### src/pcz_pkg.sv
// constants and types shared by the control register zero block
package pcz_pkg;
   // bit positions
   localparam int PCZ_PE_BIT = 0;
   localparam int PCZ_MP_BIT = 1;
   localparam int PCZ_EM_BIT = 2;
   localparam int PCZ_TS_BIT = 3;
   localparam int PCZ_NE_BIT = 5;
   localparam int PCZ_WP_BIT = 16;
   localparam int PCZ_AM_BIT = 18;
   localparam int PCZ_NW_BIT = 29;
   localparam int PCZ_CD_BIT = 30;
   localparam int PCZ_PG_BIT = 31;
   localparam int PCZ_MSW_W  = 16;
   // defined bits and reset value
   localparam logic [31:0] PCZ_DEF_MASK  = 32'hE005_002F;
   localparam logic [31:0] PCZ_RST_VAL   = 32'h4000_0000;
   localparam logic [15:0] PCZ_MSW_MASK  = 16'h000F;
   // vectors and codes
   localparam logic [7:0]  PCZ_VEC_DNA   = 8'h07;
   localparam logic [7:0]  PCZ_VEC_MF    = 8'h10;
   localparam logic [15:0] PCZ_GP_CODE   = 16'h0000;
   localparam logic [1:0]  PCZ_CPL_USER  = 2'h3;

   typedef enum logic [1:0] {
      PCZ_MODE_REAL  = 2'b00,
      PCZ_MODE_PROT  = 2'b01,
      PCZ_MODE_RSVD  = 2'b10,
      PCZ_MODE_PAGED = 2'b11
   } pcz_mode_t;

   typedef enum logic [1:0] {
      PCZ_INS_OTHER = 2'b00,
      PCZ_INS_FP    = 2'b01,
      PCZ_INS_WAIT  = 2'b10,
      PCZ_INS_FCTL  = 2'b11
   } pcz_ins_t;
endpackage : pcz_pkg

### src/pcz_ctrl.sv
// control register zero with mode, cache, trap and fpu error steering
`timescale 1ns/1ps
// What this block does
// ten defined bits, others read zero
// mode decoded from paging and protection
// paging without protection faults, code zero
// fill and write-through disables follow bits
// fills on with no write-through faults
// install fill only when all enables allow
// cache fill disable set at reset
// write-through mode: writes out, invalidates remove
// no write-through: hits stay, invalidates ignored
// fp and wait trap to vector seven
// status word access touches low bits only
// alignment faults gated by alignment mask
// supervisor write protect faults all levels
// error output active on any unmasked exception
// external mode freezes at next fp instruction
// ignore input active lets execution continue
// control instructions never freeze, wait does
// outside controller supplies vector on error
// native mode takes vector sixteen, ignores pin
// native error reporting cleared at reset
// task switch sets task switched bit
// protection, monitor, emulate at bits 0..2
// new value governs all following instructions
module pcz_ctrl (
   // clock and reset
   input  wire logic               i_mclk,
   input  wire logic               i_sys_rst,
   input  wire logic               i_ce,
   // register access
   input  wire logic               i_cr_wr,
   input  wire logic               i_msw_wr,
   input  wire logic [31:0]        i_wdata,
   output logic      [31:0]        o_cr_rdata,
   output logic      [15:0]        o_msw_rdata,
   output logic                    o_general_protection_fault,
   output logic      [15:0]        o_gp_code,
   output pcz_pkg::pcz_mode_t      o_mode,
   // task switch
   input  wire logic               i_task_switch,
   // instruction stream
   input  wire logic               i_ins_valid,
   input  wire pcz_pkg::pcz_ins_t  i_ins_kind,
   output logic                    o_trap,
   output logic      [7:0]         o_trap_vec,
   output logic                    o_freeze,
   // fpu error
   input  wire logic               i_fpu_exc,
   input  wire logic               i_fpu_exc_clr,
   input  wire logic               i_ignore_fpu_error_in_n,
   output logic                    o_fpu_error_out_n,
   // cache
   input  wire logic               i_fill_req,
   input  wire logic               i_cache_line_enable_in_n,
   input  wire logic               i_page_uncacheable,
   input  wire logic               i_wr_req,
   input  wire logic               i_wr_hit,
   input  wire logic               i_inval_req,
   input  wire logic               i_inval_hit,
   output logic                    o_fill_install,
   output logic                    o_ext_write,
   output logic                    o_hit_update,
   output logic                    o_inval_remove,
   // memory checks
   input  wire logic               i_misaligned,
   input  wire logic               i_alignment_check_flag,
   input  wire logic               i_ro_write,
   input  wire logic [1:0]         i_cpl,
   output logic                    o_align_fault,
   output logic                    o_wp_fault
);
   import pcz_pkg::*;

   // ----------------------------------------
   // register and write checks
   // ----------------------------------------
   logic [31:0] cr_q;
   logic [31:0] cand;
   logic        wr_any;
   logic        bad_pg;
   logic        bad_cache;
   logic        wr_ok;
   logic        ts_set;
   logic        ken_s1_q, ken_s2_q;
   logic        ign_s1_q, ign_s2_q;
   logic        pend_q;

   // low word only for status word loads
   always_comb begin
      cand = cr_q;
      if (i_cr_wr) begin
         cand = i_wdata & PCZ_DEF_MASK;
      end else if (i_msw_wr) begin
         cand[PCZ_MSW_W-1:0] = (cr_q[PCZ_MSW_W-1:0] & ~PCZ_MSW_MASK)
                             | (i_wdata[PCZ_MSW_W-1:0] & PCZ_MSW_MASK);
      end
   end

   assign wr_any    = i_cr_wr | i_msw_wr;
   assign bad_pg    = cand[PCZ_PG_BIT] & ~cand[PCZ_PE_BIT];
   assign bad_cache = ~cand[PCZ_CD_BIT] & cand[PCZ_NW_BIT];
   assign wr_ok     = wr_any & ~bad_pg & ~bad_cache;
   assign ts_set    = i_task_switch;

   always_ff @(posedge i_mclk) begin
      if (i_sys_rst) begin
         cr_q <= PCZ_RST_VAL; // see R07
      end else if (i_ce) begin
         if (wr_ok) begin
            cr_q <= cand;
         end
         if (ts_set) begin
            cr_q[PCZ_TS_BIT] <= 1'b1;
         end
      end
   end

   always_ff @(posedge i_mclk) begin
      if (i_sys_rst) begin
         o_general_protection_fault <= 1'b0;
         o_gp_code  <= PCZ_GP_CODE;
      end else if (i_ce) begin
         o_general_protection_fault <= wr_any & (bad_pg | bad_cache); // see R03
         o_gp_code  <= PCZ_GP_CODE;
      end
   end

   assign o_cr_rdata  = cr_q;
   assign o_msw_rdata = cr_q[PCZ_MSW_W-1:0];
   assign o_mode      = pcz_mode_t'({cr_q[PCZ_PG_BIT], cr_q[PCZ_PE_BIT]}); // see R02

   // ----------------------------------------
   // pin synchronisers
   // ----------------------------------------
   always_ff @(posedge i_mclk) begin
      if (i_sys_rst) begin
         ken_s1_q <= 1'b1;
         ken_s2_q <= 1'b1;
         ign_s1_q <= 1'b1;
         ign_s2_q <= 1'b1;
      end else if (i_ce) begin
         ken_s1_q <= i_cache_line_enable_in_n;
         ken_s2_q <= ken_s1_q;
         ign_s1_q <= i_ignore_fpu_error_in_n;
         ign_s2_q <= ign_s1_q;
      end
   end

   // ----------------------------------------
   // cache policy
   // ----------------------------------------
   always_ff @(posedge i_mclk) begin
      if (i_sys_rst) begin
         o_fill_install <= 1'b0;
         o_ext_write    <= 1'b0;
         o_hit_update   <= 1'b0;
         o_inval_remove <= 1'b0;
      end else if (i_ce) begin
         // pin low means fill permitted
         o_fill_install <= i_fill_req & ~cr_q[PCZ_CD_BIT] & ~ken_s2_q
                           & ~i_page_uncacheable; // see R04
         o_ext_write    <= i_wr_req & (~cr_q[PCZ_NW_BIT] | ~i_wr_hit); // see R08
         o_hit_update   <= i_wr_req & i_wr_hit;
         o_inval_remove <= i_inval_req & i_inval_hit & ~cr_q[PCZ_NW_BIT]; // see R08
      end
   end

   // ----------------------------------------
   // alignment and write protect
   // ----------------------------------------
   always_ff @(posedge i_mclk) begin
      if (i_sys_rst) begin
         o_align_fault <= 1'b0;
         o_wp_fault    <= 1'b0;
      end else if (i_ce) begin
         o_align_fault <= i_misaligned & i_alignment_check_flag
                          & cr_q[PCZ_AM_BIT];
         o_wp_fault    <= i_ro_write & (cr_q[PCZ_WP_BIT]
                          | (i_cpl == PCZ_CPL_USER));
      end
   end

   // ----------------------------------------
   // fpu traps and error reporting
   // ----------------------------------------
   logic is_fp, is_wait, dna, err_hit;

   assign is_fp   = i_ins_valid & (i_ins_kind == PCZ_INS_FP);
   assign is_wait = i_ins_valid & (i_ins_kind == PCZ_INS_WAIT);
   assign dna     = (is_fp & (cr_q[PCZ_EM_BIT] | cr_q[PCZ_TS_BIT]))
                  | (is_wait & cr_q[PCZ_TS_BIT] & cr_q[PCZ_MP_BIT]);
   // control instructions never reach the error check
   assign err_hit = pend_q & (is_fp | is_wait) & ~dna;

   // set wins over clear
   always_ff @(posedge i_mclk) begin
      if (i_sys_rst) begin
         pend_q <= 1'b0;
      end else if (i_ce) begin
         if (i_fpu_exc) begin
            pend_q <= 1'b1;
         end else if (i_fpu_exc_clr) begin
            pend_q <= 1'b0;
         end
      end
   end

   assign o_fpu_error_out_n = ~pend_q; // see R14

   always_ff @(posedge i_mclk) begin
      if (i_sys_rst) begin
         o_trap     <= 1'b0;
         o_trap_vec <= PCZ_VEC_DNA;
         o_freeze   <= 1'b0;
      end else if (i_ce) begin
         o_trap <= 1'b0;
         if (dna) begin
            o_trap     <= 1'b1;
            o_trap_vec <= PCZ_VEC_DNA;
         end else if (err_hit & cr_q[PCZ_NE_BIT]) begin
            o_trap     <= 1'b1;
            o_trap_vec <= PCZ_VEC_MF;
         end
         // freeze holds until cleared, ignored or native mode set
         if (~pend_q | ~ign_s2_q | cr_q[PCZ_NE_BIT]) begin
            o_freeze <= 1'b0;
         end else if (err_hit) begin
            o_freeze <= 1'b1;
         end
      end
   end
endmodule : pcz_ctrl

### config.mk
export PLATFORM = sky130hd
export DESIGN_NAME = pcz_ctrl
export DESIGN_NICKNAME = d
export VERILOG_FILES = /design/src/pcz_pkg.sv /design/src/pcz_ctrl.sv
export SDC_FILE = /design/constraint.sdc
export NUM_CORES = 1
export LEC_CHECK = 0
export BUFFER_PORTS_ARGS = -buffer_cell sky130_fd_sc_hd__buf_2
export CAP_MARGIN = 20
export CORE_AREA = 2 2 55 83
export DETAILED_ROUTE_END_ITERATION = 10
export DIE_AREA = 0 0 57 85
export PLACE_DENSITY = 0.83
export SYNTH_ARGS = -nofsm -noshare
export SYNTH_HDL_FRONTEND = slang
export SYNTH_SLANG_ARGS = --single-unit
### constraint.sdc
create_clock -name i_mclk -period 3.1 [get_ports i_mclk]
set_input_delay 0.31 -clock i_mclk [delete_from_list [all_inputs] [get_ports i_mclk]]
set_output_delay 0.31 -clock i_mclk [all_outputs]
set_load 0.01 [all_outputs]
==> impl_summary.txt <==
----------------------------------------------------
[Outcome]
  Result of the run ... finished, final reports clean

[Timing]
  Remaining max-slew budget at the tightest pin ... 0.6346
  Period utilisation layout ... 0.4665
  Final hold viol count ... 0
  Final setup vio count ... 0
  Unrepaired setup endpoints after global routing ... false
  Setup tns final ... 0 ns
  Maximum clock skew at final layout ... 0.004142 ns
  Slew of the pin with the lowest slew margin ... between 0.5 and 0.6 ns
  Achievable frequency ... 691.6 MHz
  Max-slew violations ... 0
  Time the worst path needs with I/O delays and setup ... 1.446 ns

[Clock network]
  CTS root buf ... sky130_fd_sc_hd__clkbuf_8
  Clock tree from TritonCTS ... built
  Number of buffers created by CTS ... 3
  Number of sinks on the clock net ... 26
  Latest clock arrival within the worst-skew pair ... 0.27 ns
  Number of levels the H-tree was split into ... 1
  PostCTS Resize Cnt ... 0
  Worst-path clk slew ... 0.10 ns
  Maximum root-to-sink buffer count ... 2
  Hold-fix buffers, CTS ... 0
  Post-CTS setup buffer count ... 0

[Placed design]
  Placed wire-length estimate after detailed placement ... 2494 um
  Post-placement cell area ... 1733 um^2
  GPL Wtd Cong ... 0.7049
  Cell total after placement ... 288
  Port Buf Inserts ... 64

[Setup path]
  Origin of the critical flop-to-flop path ... o_cr_rdata[30]
  Cell family with the largest share of critical-path delay ... compound AO/OA/AOI/OAI gates
  Critical Path Slowest Stage Cell ... sky130_fd_sc_hd__dfxtp_1
  Endpoint of the worst-slack reg-to-reg timing path ... o_cr_rdata[3]
  Worst-path maximum fanout ... 4
  Type of the worst setup path ... register to register
  CP startpoint kind ... register
  Reg-to-reg setup timing slack ... ~1.7 ns
  Required @ worst endpoint ... 3.26 ns
  Critical path capture point type ... register
  Delay of the slowest cell on the worst path ... 0.41 ns
  Arrival time at the worst endpoint ... around 1.6 ns
  Cell-by-cell listing of the critical path ... inv_1, a211oi_1, o211a_4, mux2_4
  WP buf/inv ... 1
  Number of cells on the worst reg-to-reg path ... 4

[Worst hold path]
  Endpoint, Worst Hold ... ign_s1_q
  Hold Crit Depth ... 2
  Worst min-delay path category ... input pin to register
  Worst hold start ... i_ignore_fpu_error_in_n

[Global route]
  Total congestion overflow ... 0
  First-pass GRT wire length ... just under 5000 um
  Maximum number of pins on one net before global-route repair ... 32
  Overall track demand over capacity in global routing ... 0.1221
  Antenna violations before repair ... 0
  Via count of the first global-routing pass ... about 1.1k

[Synthesis]
  Count of synthesis-stage warnings from yosys ... 0
  Register bit count reported by yosys ... 26
  Synth Area per Inst ... ~8.5 um^2
  Post-Syn Instances ... 195
  Area contributors post-synth ... sky130_fd_sc_hd__dfxtp_1 (31%), sky130_fd_sc_hd__buf_4 (28%), sky130_fd_sc_hd__a21oi_1 (4.2%)
  Seq/Total Area, Yosys ... 0.3140
  Synth Cell Area ... 1658 um^2
  Number of unique standard cell types used by synthesis ... 41
  Leading area contributor after synthesis ... sky130_fd_sc_hd__dfxtp_1
  Portion of synthesized cell area occupied by the leading cell type ... 0.3140

[Layout]
  Syn-to-layout area delta ... 7.849%
  Number of nets in the final layout ... 303
  Fraction of layout instances using a drive strength above 1 ... 0.3008
  Layout fillers ... roughly 430
  Final standard cell area without fillers ... 1788 um^2
  Final core area utilization ... 0.4322
  Number of antenna cells inserted ... 0
  Post-route insts no fill ... slightly below 300

[Drt]
  Overall routed net length ... 3220 um
  Vias per std cell ... 4.558
  WL/cell ... 11.03 um
  Drt pass-1 iters ... 6
  Total number of vias ... 1,331
  Post-route DRC violation count ... 0
  Number of nets with antenna violations after detailed routing ... 0
  Starting DRT DRC Count ... 34

[Power and ir drop]
  Power spent charging and discharging nets ... 206.2 uW
  Part of the total power dissipated in the clock network ... 0.309
  Combinational fraction of design power ... 0.193
  Max IR drop VDD ... ~0.22 mV
  Pwr dens ... 404.5 nW/um^2
  Switch share ... 0.2851
  Share of power burned in registers ... 0.499
  Lkg Pwr ... 0.9195 nW
  Internal power ... 517.1 uW

[Floorplan]
  Overall die width ... 57 um
  Number of placement rows ... 29
  Core Box Area ... 4136 um^2
  Die boundary height ... 85 um
  Io pins ... 140
  Initial Utilization ... 0.4008
  Area of the die ... a little under 5000 um^2

[Run]
  Number of violations of the max-capacitance limit ... 0

----------------------------------------------------
[Yosys cell counts]
cell and number:
sky130_fd_sc_hd__clkbuf_1 4, sky130_fd_sc_hd__a211o_1 5, sky130_fd_sc_hd__buf_2 2, sky130_fd_sc_hd__or2_1 1, sky130_fd_sc_hd__a211oi_1 1, sky130_fd_sc_hd__buf_4 62
sky130_fd_sc_hd__and3_1 1, sky130_fd_sc_hd__a21oi_1 14, sky130_fd_sc_hd__a311oi_1 1, sky130_fd_sc_hd__a221o_1 1, sky130_fd_sc_hd__nand2_1 7, sky130_fd_sc_hd__nor2b_1 5
sky130_fd_sc_hd__conb_1 1, sky130_fd_sc_hd__nand3b_1 2, sky130_fd_sc_hd__nand4_1 3, sky130_fd_sc_hd__nand2b_1 11, sky130_fd_sc_hd__a21o_1 1, sky130_fd_sc_hd__a22oi_1 1
sky130_fd_sc_hd__o211a_4 1, sky130_fd_sc_hd__nor4b_1 1, sky130_fd_sc_hd__a31o_2 1, sky130_fd_sc_hd__buf_6 1, sky130_fd_sc_hd__and3_2 1, sky130_fd_sc_hd__o21ai_0 2
sky130_fd_sc_hd__nand4b_1 1, sky130_fd_sc_hd__xor2_1 1, sky130_fd_sc_hd__nand2b_4 1, sky130_fd_sc_hd__nor3_1 1, sky130_fd_sc_hd__nor2_1 7, sky130_fd_sc_hd__or2b_1 1
sky130_fd_sc_hd__nor3b_1 1, sky130_fd_sc_hd__o21a_1 2, sky130_fd_sc_hd__mux2i_1 5, sky130_fd_sc_hd__and2_1 2, sky130_fd_sc_hd__a221oi_1 1, sky130_fd_sc_hd__and3b_1 1
sky130_fd_sc_hd__inv_1 4, sky130_fd_sc_hd__nand3_1 9, sky130_fd_sc_hd__mux2_4 1, sky130_fd_sc_hd__buf_1 1, sky130_fd_sc_hd__dfxtp_1 26
[area by class of cell]
type / count / area, um^2 / area share
multi-input cells: 147 / 812.0 / 0.4542
flip-flops and latches: 26 / 520.5 / 0.2911
repair buffers: 65 / 327.8 / 0.1833
well taps: 46 / 57.56 / 0.03219
clock buffers: 4 / 55.05 / 0.03079
inverters: 4 / 15.01 / 0.008398
[kinds of logic after synthesis]
group / Yosys count / synth area share
and+or+nand+nor: 56 / 0.1955
muxes: 6 / 0.03924
AOI/OAI and AO/OA: 31 / 0.1298
xor gates and xnor gates: 1 / 0.005284
DFF: 26 / 0.3140
other: 1 / 0.002262
buffers and inverters: 74 / 0.3140
[power groups by stage]
stage | Sequential [mW] | Combinational, mW | Clock [mW]
2_1_floorplan | 0.371 | 0.144 | 0
3_3_place_gp | 0.368 | 0.137 | 0
3_5_place_dp | 0.369 | 0.139 | 0
4_1_cts | 0.361 | 0.139 | 0.230
5_1_grt | 0.363 | 0.154 | 0.247
6_report | 0.361 | 0.139 | 0.223
[through the flow]
step           hold WS, ns  setup WS (ns)  power (mW)
6_report            0.2480          1.654      0.7233
5_1_grt             0.2460          1.612      0.7645
4_1_cts             0.2461          1.659      0.7303
3_5_place_dp        0.4527          1.515      0.5077
3_3_place_gp        0.4429          1.529      0.5045
2_1_floorplan       0.4314          1.698      0.5157
[per-layer routing]
metal	up-vias	global-route usage	part of all wire
li1	641	-	-
met1	599	0.1538	0.40
met2	87	0.2111	0.50
met3	4	0.02134	0.093
met4	0	0.03383	0.012
met5	-	0	0
[sequential cells by signal, summed over array words and instances, names as in the netlist]
name                        flops
pend_q                          1
o_trap_vec                      2
ken_s2_q                        1
o_inval_remove                  1
o_wp_fault                      1
o_ext_write                     1
ign_s1_q                        1
o_general_protection_fault      1
ken_s1_q                        1
o_hit_update                    1
o_fill_install                  1
o_align_fault                   1
o_trap                          1
o_cr_rdata                     10
o_freeze                        1
ign_s2_q                        1
[cells in the final DEF (no fill, tap or decap), drive strengths merged, types with 2 or more instances in the layout]
cell type and instances:
mux2i 5, nand3 9, a21oi 14, clkbuf 4
nand2 7, and2 2, nor2b 5, dfxtp 26
a211o 5, buf 65, nand4 3, and3 2
conb 53, o21a 2, nor2 7, inv 4
nand3b 2, o21ai 2, nand2b 12
[worst max path at each step]
stage | endpoint | depth (start not counted) | from | slack [ns]
6_report | o_cr_rdata[3] | 4 | o_cr_rdata[30] | 1.65
5_1_grt | o_cr_rdata[3] | 4 | o_cr_rdata[30] | 1.61
4_1_cts | o_cr_rdata[3] | 4 | o_cr_rdata[30] | 1.66
3_5_place_dp | o_cr_rdata[3] | 5 | i_wdata[0] | 1.52
3_3_place_gp | o_cr_rdata[3] | 5 | i_wdata[0] | 1.53
2_1_floorplan | o_cr_rdata[3] | 5 | i_wdata[0] | 1.70
[worst reg2reg max path, cell delays in order, from the launching register on]
cell and delay [ns]:
sky130_fd_sc_hd__dfxtp_1 0.41, sky130_fd_sc_hd__inv_1 0.08, sky130_fd_sc_hd__a211oi_1 0.30, sky130_fd_sc_hd__o211a_4 0.25
sky130_fd_sc_hd__mux2_4 0.31
Power figures use the tool's default switching activity.
